==> src/pewc_regs.vh <==
`ifndef PEWC_REGS_VH
`define PEWC_REGS_VH
// ****************************************************************
// pin timing in system clock cycles (50 MHz, 20 ns)
// ****************************************************************
`define PEWC_CLK_NS 20
// strobe low time, above the noise reject figure
`define PEWC_STB_NS 100
`define PEWC_STB_CYC ((`PEWC_STB_NS + `PEWC_CLK_NS - 1) / `PEWC_CLK_NS)
// recovery between cycles, address and data setup
`define PEWC_GAP_NS 60
`define PEWC_GAP_CYC ((`PEWC_GAP_NS + `PEWC_CLK_NS - 1) / `PEWC_CLK_NS)
// read access time allowance
`define PEWC_RD_NS 260
`define PEWC_RD_CYC ((`PEWC_RD_NS + `PEWC_CLK_NS - 1) / `PEWC_CLK_NS)
// byte load gap limit, longest time so rounded down
`define PEWC_BLC_US 100
`define PEWC_BLC_CYC ((`PEWC_BLC_US * 1000) / `PEWC_CLK_NS)
// write cycle time
`define PEWC_TWC_MS 5
`define PEWC_TWC_CYC ((`PEWC_TWC_MS * 1000000) / `PEWC_CLK_NS)
// page address field
`define PEWC_PAGE_LO 7
`define PEWC_PAGE_HI 15
`define PEWC_POLL_BIT 7
`define PEWC_TOGGLE_BIT 6
`endif

==> src/pewc_host.v <==
// Operation
// - read only with chip and output enable low
// - write needs chip, write low, oe high
// - keep page address bits constant per page
// - next byte load within 100 us
// - when protected, unlock precedes every write; code sends it once per page
// - unlock is three fixed writes, then page
// - issue sequence writes without interruption
// - reset sequence clears protection after tWC
`timescale 1ns/1ps
`default_nettype none
`include "pewc_regs.vh"
module pewc_host #(
    parameter [15:0] UNL_A0 = 16'h5555, // sequence addresses, arbitrary
    parameter [15:0] UNL_A1 = 16'h2AAA,
    parameter [7:0] UNL_D0 = 8'hAA, // sequence data, arbitrary
    parameter [7:0] UNL_D1 = 8'h55,
    parameter [7:0] UNL_D2 = 8'hA0,
    parameter [7:0] RST_D2 = 8'h80,
    parameter [7:0] RST_D5 = 8'h20,
    parameter [31:0] BLC_CYC = `PEWC_BLC_CYC, // byte load limit
    parameter [31:0] TWC_CYC = `PEWC_TWC_CYC // write cycle time
) (
    input wire clk_sys_in, // 50 MHz clock
    input wire sys_rst_in, // async reset, high
    input wire cmd_valid_in, // command request
    input wire [1:0] cmd_op_in, // 0 read 1 write 2 poll 3 sdp reset
    input wire [15:0] cmd_addr_in, // byte address
    input wire [7:0] cmd_data_in, // write data
    input wire cmd_last_in, // last byte of page
    input wire protect_in, // device protection believed set
    output wire cmd_ready_out, // command taken
    output reg rsp_valid_out, // one-cycle answer pulse
    output reg [7:0] rsp_data_out, // read data
    output reg rsp_err_out, // page address mismatch refused, or poll timed out while still busy
    output reg mem_ce_n_out, // chip enable, low
    output reg mem_oe_n_out, // output enable, low
    output reg mem_we_n_out, // write strobe, low
    output reg [15:0] mem_addr_out, // address pins
    output reg [7:0] mem_dq_out, // data drive
    output reg mem_dq_oe_out, // data drive enable, high drives
    input wire [7:0] mem_dq_in // data pins sampled
);
    // ****************************************************************
    // states, one-hot
    // ****************************************************************
    localparam [5:0] S_IDLE = 6'h01; // waiting for command
    localparam [5:0] S_WSTB = 6'h02; // write strobe low
    localparam [5:0] S_WGAP = 6'h04; // strobe high recovery
    localparam [5:0] S_RD = 6'h08; // read access
    localparam [5:0] S_RGAP = 6'h10; // read recovery
    localparam [5:0] S_BUSY = 6'h20; // wait programming done
    localparam [31:0] STB_CYC = `PEWC_STB_CYC;
    localparam [31:0] GAP_CYC = `PEWC_GAP_CYC;
    localparam [31:0] RD_CYC = `PEWC_RD_CYC;
    reg [5:0] state_ff, nxt_state;
    reg [31:0] cnt_ff, nxt_cnt; // phase timer
    reg [31:0] blc_ff, nxt_blc; // time since last falling strobe
    reg [31:0] twc_ff, nxt_twc; // programming timeout
    reg [2:0] seq_ff, nxt_seq; // prefix write index
    reg [2:0] seq_len_ff, nxt_seq_len; // prefix length
    reg page_open_ff, nxt_page_open; // page load in progress
    reg [8:0] page_ff, nxt_page; // page address of open page
    reg [7:0] cnt_byte_ff, nxt_cnt_byte; // bytes in page
    reg last_ff, nxt_last; // page ends after this byte
    reg is_poll_ff, nxt_is_poll; // read belongs to poll
    reg tog_ff, nxt_tog; // last toggle bit
    reg [1:0] op_ff, nxt_op;
    reg [15:0] addr_ff, nxt_addr;
    reg [7:0] data_ff, nxt_data;
    reg [7:0] dq_s1_ff, dq_s2_ff; // pin synchroniser
    reg ce_n_nxt, oe_n_nxt, we_n_nxt, dq_oe_nxt;
    reg [15:0] a_nxt;
    reg [7:0] d_nxt;
    reg rv_nxt, re_nxt;
    reg [7:0] rd_nxt;
    // ****************************************************************
    // prefix write lookup, used for unlock and reset
    // ****************************************************************
    // addresses drive bit fifteen low; the device ignores it anyway
    function [23:0] pewc_seq;
        input [2:0] idx;
        input rst;
        begin
            case (idx)
                3'h0: pewc_seq = {UNL_A0, UNL_D0};
                3'h1: pewc_seq = {UNL_A1, UNL_D1};
                3'h2: pewc_seq = {UNL_A0, rst ? RST_D2 : UNL_D2};
                3'h3: pewc_seq = {UNL_A0, UNL_D0};
                3'h4: pewc_seq = {UNL_A1, UNL_D1};
                default: pewc_seq = {UNL_A0, RST_D5};
            endcase
        end
    endfunction
    wire [23:0] seq_word = pewc_seq(seq_ff, op_ff == 2'h3);
    wire in_seq = seq_ff != seq_len_ff;
    wire same_page =
        cmd_addr_in[`PEWC_PAGE_HI:`PEWC_PAGE_LO] == page_ff;
    // still programming: poll bit inverted or toggle moved since last read
    wire poll_busy =
        (rsp_data_out[`PEWC_POLL_BIT] != data_ff[7]) ||
        (rsp_data_out[`PEWC_TOGGLE_BIT] != tog_ff);
    assign cmd_ready_out = (state_ff == S_IDLE) && !sys_rst_in;
    // ****************************************************************
    // data pin synchroniser
    // ****************************************************************
    always @(posedge clk_sys_in or posedge sys_rst_in) begin
        if (sys_rst_in) begin
            dq_s1_ff <= 8'h00;
            dq_s2_ff <= 8'h00;
        end else begin
            dq_s1_ff <= mem_dq_in;
            dq_s2_ff <= dq_s1_ff;
        end
    end
    // ****************************************************************
    // sequencer
    // ****************************************************************
    always @* begin
        nxt_state = state_ff;
        nxt_cnt = cnt_ff + 32'h1;
        // count from the falling strobe, first byte of a page included
        nxt_blc = (page_open_ff || state_ff == S_WSTB) ?
            blc_ff + 32'h1 : 32'h0;
        nxt_twc = twc_ff;
        nxt_seq = seq_ff;
        nxt_seq_len = seq_len_ff;
        nxt_page_open = page_open_ff;
        nxt_page = page_ff;
        nxt_cnt_byte = cnt_byte_ff;
        nxt_last = last_ff;
        nxt_is_poll = is_poll_ff;
        nxt_tog = tog_ff;
        nxt_op = op_ff;
        nxt_addr = addr_ff;
        nxt_data = data_ff;
        ce_n_nxt = 1'b1;
        oe_n_nxt = 1'b1;
        we_n_nxt = 1'b1;
        dq_oe_nxt = 1'b0;
        a_nxt = mem_addr_out;
        d_nxt = mem_dq_out;
        rv_nxt = 1'b0;
        re_nxt = 1'b0;
        rd_nxt = rsp_data_out;
        // page closes early enough that a byte taken now still falls
        // inside the device's load window after its setup gap
        if (page_open_ff && blc_ff >= BLC_CYC - GAP_CYC - 32'h2) begin
            nxt_page_open = 1'b0;
        end
        case (state_ff)
            S_IDLE: begin
                nxt_cnt = 32'h0;
                if (cmd_valid_in) begin
                    nxt_op = cmd_op_in;
                    nxt_addr = cmd_addr_in;
                    nxt_data = cmd_data_in;
                    nxt_last = cmd_last_in;
                    nxt_seq = 3'h0;
                    nxt_seq_len = 3'h0;
                    nxt_twc = 32'h0; // poll timeout starts fresh
                    if (cmd_op_in == 2'h0 || cmd_op_in == 2'h2) begin
                        // oe and ce low together with we high, so no write can start
                        nxt_is_poll = cmd_op_in == 2'h2;
                        oe_n_nxt = 1'b0;
                        ce_n_nxt = 1'b0;
                        a_nxt = cmd_addr_in;
                        nxt_state = S_RD;
                    end else if (cmd_op_in == 2'h3) begin
                        nxt_seq_len = 3'h6;
                        nxt_state = S_WGAP;
                    end else if (page_open_ff && !same_page) begin
                        rv_nxt = 1'b1;
                        re_nxt = 1'b1;
                    end else begin
                        // unlock only on the first byte of a page
                        if (protect_in && !page_open_ff) begin
                            nxt_seq_len = 3'h3;
                        end
                        nxt_state = S_WGAP;
                    end
                end
            end
            S_WGAP: begin
                // oe high before ce and we go low
                if (cnt_ff >= GAP_CYC - 32'h1) begin
                    nxt_cnt = 32'h0;
                    ce_n_nxt = 1'b0;
                    we_n_nxt = 1'b0;
                    dq_oe_nxt = 1'b1;
                    nxt_blc = 32'h0;
                    if (in_seq) begin
                        a_nxt = {1'b0, seq_word[22:8]};
                        d_nxt = seq_word[7:0];
                    end else begin
                        a_nxt = addr_ff;
                        d_nxt = data_ff;
                    end
                    nxt_state = S_WSTB;
                end
            end
            S_WSTB: begin
                ce_n_nxt = 1'b0;
                we_n_nxt = 1'b0;
                dq_oe_nxt = 1'b1;
                nxt_page_open = page_open_ff;
                // strobe held well above the noise reject width
                if (cnt_ff >= STB_CYC - 32'h1) begin
                    nxt_cnt = 32'h0;
                    we_n_nxt = 1'b1;
                    dq_oe_nxt = 1'b1; // hold data past rising edge
                    if (in_seq) begin
                        nxt_seq = seq_ff + 3'h1;
                        nxt_state = S_WGAP;
                        if (op_ff == 2'h3 && seq_ff == 3'h5) begin
                            nxt_twc = 32'h0;
                            nxt_state = S_BUSY;
                        end
                    end else begin
                        nxt_page_open = !last_ff;
                        nxt_page =
                            addr_ff[`PEWC_PAGE_HI:`PEWC_PAGE_LO];
                        nxt_cnt_byte =
                            page_open_ff ? cnt_byte_ff + 8'h01 : 8'h01;
                        rv_nxt = 1'b1;
                        nxt_state = S_IDLE;
                    end
                end
            end
            S_RD: begin
                oe_n_nxt = 1'b0;
                ce_n_nxt = 1'b0;
                if (cnt_ff >= RD_CYC - 32'h1) begin
                    nxt_cnt = 32'h0;
                    rd_nxt = dq_s2_ff;
                    ce_n_nxt = 1'b1;
                    oe_n_nxt = 1'b1;
                    nxt_state = S_RGAP;
                end
            end
            S_RGAP: begin
                if (cnt_ff >= GAP_CYC - 32'h1) begin
                    nxt_cnt = 32'h0;
                    // remember this toggle bit for the next comparison
                    nxt_tog = rsp_data_out[`PEWC_TOGGLE_BIT];
                    if (op_ff == 2'h3 && !is_poll_ff) begin
                        nxt_state = S_IDLE;
                    end else if (is_poll_ff && poll_busy &&
                        twc_ff < TWC_CYC) begin
                        // still busy: poll again
                        nxt_state = S_RD;
                    end else begin
                        rv_nxt = 1'b1;
                        // error only when time ran out while still busy
                        re_nxt = is_poll_ff && poll_busy;
                        nxt_state = S_IDLE;
                    end
                end
            end
            S_BUSY: begin
                // reset command: wait one write cycle time
                nxt_twc = twc_ff + 32'h1;
                if (twc_ff >= TWC_CYC - 32'h1) begin
                    rv_nxt = 1'b1;
                    nxt_state = S_IDLE;
                end
            end
            default: nxt_state = S_IDLE;
        endcase
        if (state_ff == S_RD && cnt_ff == 32'h0) begin
            nxt_twc = is_poll_ff ? twc_ff + RD_CYC + GAP_CYC : 32'h0;
        end
    end
    // ****************************************************************
    // state and pin registers
    // ****************************************************************
    always @(posedge clk_sys_in or posedge sys_rst_in) begin
        if (sys_rst_in) begin
            state_ff <= S_IDLE;
            cnt_ff <= 32'h0;
            blc_ff <= 32'h0;
            twc_ff <= 32'h0;
            seq_ff <= 3'h0;
            seq_len_ff <= 3'h0;
            page_open_ff <= 1'b0;
            page_ff <= 9'h000;
            cnt_byte_ff <= 8'h00;
            last_ff <= 1'b0;
            is_poll_ff <= 1'b0;
            tog_ff <= 1'b0;
            op_ff <= 2'h0;
            addr_ff <= 16'h0000;
            data_ff <= 8'h00;
            mem_ce_n_out <= 1'b1;
            mem_oe_n_out <= 1'b1;
            mem_we_n_out <= 1'b1;
            mem_addr_out <= 16'h0000;
            mem_dq_out <= 8'h00;
            mem_dq_oe_out <= 1'b0;
            rsp_valid_out <= 1'b0;
            rsp_err_out <= 1'b0;
            rsp_data_out <= 8'h00;
        end else begin
            state_ff <= nxt_state;
            cnt_ff <= nxt_cnt;
            blc_ff <= nxt_blc;
            twc_ff <= nxt_twc;
            seq_ff <= nxt_seq;
            seq_len_ff <= nxt_seq_len;
            page_open_ff <= nxt_page_open;
            page_ff <= nxt_page;
            cnt_byte_ff <= nxt_cnt_byte;
            last_ff <= nxt_last;
            is_poll_ff <= nxt_is_poll;
            tog_ff <= nxt_tog;
            op_ff <= nxt_op;
            addr_ff <= nxt_addr;
            data_ff <= nxt_data;
            mem_ce_n_out <= ce_n_nxt;
            mem_oe_n_out <= oe_n_nxt;
            mem_we_n_out <= we_n_nxt;
            mem_addr_out <= a_nxt;
            mem_dq_out <= d_nxt;
            mem_dq_oe_out <= dq_oe_nxt;
            rsp_valid_out <= rv_nxt;
            rsp_err_out <= re_nxt;
            rsp_data_out <= rd_nxt;
        end
    end
endmodule // pewc_host
`default_nettype wire

==> config.mk <==
export PLATFORM = sky130hd
export DESIGN_NAME = pewc_host
export DESIGN_NICKNAME = d
export VERILOG_FILES = /design/src/pewc_host.v
export VERILOG_INCLUDE_DIRS = /design/src
export SDC_FILE = /design/constraint.sdc
export NUM_CORES = 1
export LEC_CHECK = 0
export ABC_AREA = 1
export BUFFER_PORTS_ARGS = -buffer_cell sky130_fd_sc_hd__clkbuf_2
export CORE_AREA = 2 2 191 118
export CTS_CLUSTER_SIZE = 12
export DETAILED_ROUTE_END_ITERATION = 12
export DIE_AREA = 0 0 193 120
export PLACE_DENSITY = 0.73
export SLEW_MARGIN = 10
export SYNTH_ARGS = -nofsm -noshare
export SYNTH_HDL_FRONTEND = slang
export SYNTH_SLANG_ARGS = --single-unit
==> constraint.sdc <==
create_clock -name clk_sys_in -period 8.5 [get_ports clk_sys_in]
set_input_delay 0.85 -clock clk_sys_in [delete_from_list [all_inputs] [get_ports clk_sys_in]]
set_output_delay 0.85 -clock clk_sys_in [all_outputs]
set_load 0.005 [all_outputs]
==> results.ini <==
[power_and_ir_drop]
leakage_nw=6.16
powerDensity_nw_per_um2=228
ir_drop_mv=0.172

[die]
die_area_um2=23200
ios=78
design.core.area_um2=21500
dieHeight_um=120
die-width_um=193
rows=42
start_util=0.538

[routing]
avgViaCountPerCell=5.37
first_iter_violations=1228
drtAntennaViolNets=0
wirelength_um=30800
drc_errors=0
drt_first_pass_iters=6
post_drt_wl_per_cell_um=15.6
vias=10600

[synth]
synthTopCellsByCount=nand2_1, nor2_1, dfrtp_1
seq_area_frac_synth=0.435
syn_inst=1620
yosys-top-cells-area=dfrtp_1, nand2_1, nor2_1
async_reset_ff_frac=1.00
synthesis.area_um2=11600
syn_area_per_cell_um2=7.15
synth_cell_types=43
synth_warnings=0
synth-seq-cells=201
syn_nets=1671
synth_most_common_cell=nand2_1
synth_top_area_frac=0.426
synth_ff_type=dfrtp_1
synth_top_cell_by_area=dfrtp_1
synth_edf_count=0

[sta]
rsz0062_at_grt=no
hold_viol=0
relSlewSlack=0.388
maxSlewViolCount=0
finalCritPeriodShare=0.314
finalSetupViolCount=0
fmax_mhz=375
period_needed_ns=2.67
worstMarginPinSlew_ns=0.918
finalSetupTns_ns=0
skew_ns=0.0112

[clock_network]
post_cts_buffers=0
cts-resized-gates=0
cts-htree-levels=1
clk-insertion-delay-late_ns=0.50
cts_tree=done
cts_root_buf=clkbuf_16
holdBufCountCts=0
cts.path.max_buffers=3
path_clk_slew_ns=0.06
clock_sinks=201
cts_buffers=21

[grt]
grtUsageTotal=0.274
grt_pass1_wl_um=50400
gr-total-overflow=0
grt_start_max_net_pins=139
grt_pass1_vias=9609
antenna_found_initial=0

[critical_path]
start_kind=flip-flop
crit_chain=inv_1, nor2_1, nand3_2, nor2_1, clkbuf_2
crit_required_ns=7.65
crit_slowest_cell=dfstp_2
critPathMaxFanout=6
crit_arrival_ns=1.82
end_kind=output pin
critical_path_class=flip-flop to output pin
max_stage_delay_ns=0.54
path_common_cell=nor2_1

[placement]
gp_congestion=1.00
io_buffers=77
dp_hpwl_um=22600

[finish]
antennaDiodeCount=0
fin_util=0.592
area_growth_pct=10.0
fill_cells=2010
layout-drive-gt1-share=0.101
fin_nets=1733

[flow_run]
cap_violations=0

[min_path]
hp-class=flip-flop to flip-flop

[run_status]
status=finished clean

-- layout make-up --
class	count	area (µm²)	area share
multi-input cells	1184	5590	0.439
clock inverters	2	13.8	0.00108
flip-flops and latches	201	5030	0.395
clock buffers	30	599	0.0470
inverters	194	738	0.0579
well taps	286	358	0.0281
repair buffers	80	408	0.0320
-- cell usage in the layout (no fill, tap or decap), drive strengths merged --
cell type and instances:
inv 192, or2 5, o22ai 11, buf 3, xnor2 15, clkbuf 107
o21a 17, o211ai 3, dfrtp 197, and2 3, clkinv 4, a21boi 2
a21oi 15, o21ai 82, nand3 113, o31ai 1, and3 1, nor3b 2
nor4 8, nand4 28, nor3 50, ha 12, xor2 52, a31oi 3
nand2 512, nor2 249, dfstp 4
-- worst max-delay path: cells and delay by family (launching register included) --
| family | cells | cell delay (ns) |
|---|---|---|
| buf+inv | 2 | 0.24 |
| flops | 1 | 0.54 |
| simple gates | 3 | 0.53 |
-- per-layer routing --
metal / vias up / routed length (µm) / global-route usage
li1: 5203 / - / -
met1: 4942 / 16000 / 0.466
met2: 437 / 11300 / 0.346
met3: 39 / 2950 / 0.0620
met4: 0 / 494 / 0.0469
met5: - / 0 / 0
-- state kept, by name (all words and copies together) (netlist names), 2 cells and up --
signal and cells:
page_ff 9, op_ff 2, seq_ff 3, twc_ff 32, blc_ff 32, dq_s2_ff 8, seq_len_ff 3, addr_ff 16
mem_dq_out 8, state_ff 6, mem_addr_out 16, data_ff 8, cnt_ff 32, dq_s1_ff 8, rsp_data_out 8
-- logic make-up after synthesis --
kind of cell | count (synthesis) | synth area share
xor gates and xnor gates | 67 | 0.0507
AOI/OAI and AO/OA | 134 | 0.0647
and+or+nand+nor | 971 | 0.355
adders and majority gates | 12 | 0.0130
DFF | 201 | 0.435
buffers and inverters | 235 | 0.0823
-- final timing paths --
| path | startpoint | to | slack [ns] | cells after the start |
|---|---|---|---|---|
| setup / recovery | state_ff[0]$_DFFE_PP1P_ | cmd_ready_out | 5.83 | 5 |
| hold / removal | dq_s1_ff[4]$_DFF_PP0_ | dq_s2_ff[4]$_DFF_PP0_ | 0.34 | 0 |
| setup reg to reg | state_ff[1]$_DFFE_PP0P_ | twc_ff[17]$_DFFE_PP0P_ | 5.87 | 7 |
| hold reg to reg | dq_s1_ff[4]$_DFF_PP0_ | dq_s2_ff[4]$_DFF_PP0_ | 0.34 | 0 |
| max in group asynchronous | sys_rst_in | cnt_ff[14]$_DFF_PP0_ | 6.47 | 3 |
| min in group asynchronous | sys_rst_in | seq_len_ff[2]$_DFFE_PP0P_ | 0.57 | 2 |
-- per-stage QoR --
step / setup WS [ns] / std cells / hold WS, ns / area, µm² / power, mW
6_report: 5.83 / 1977 / 0.344 / 12700 / 2.91
5_1_grt: 5.70 / 1977 / 0.354 / 12700 / 3.09
4_1_cts: 5.82 / 1977 / 0.347 / 12700 / 2.92
3_5_place_dp: 5.82 / 1945 / 0.336 / 12100 / 2.06
3_3_place_gp: 5.86 / 1945 / 0.333 / 12100 / 2.03
2_1_floorplan: 2.17 / 1620 / 0.331 / 11600 / 1.82
-- report_power, final --
part / internal, mW / leakage (nW) / switching, mW
clock: 0.485 / 0.302 / 0.369
sequential: 1.13 / 2.66 / 0.111
combinational: 0.248 / 3.20 / 0.565
No activity file was read; power rests on OpenSTA's default activity.
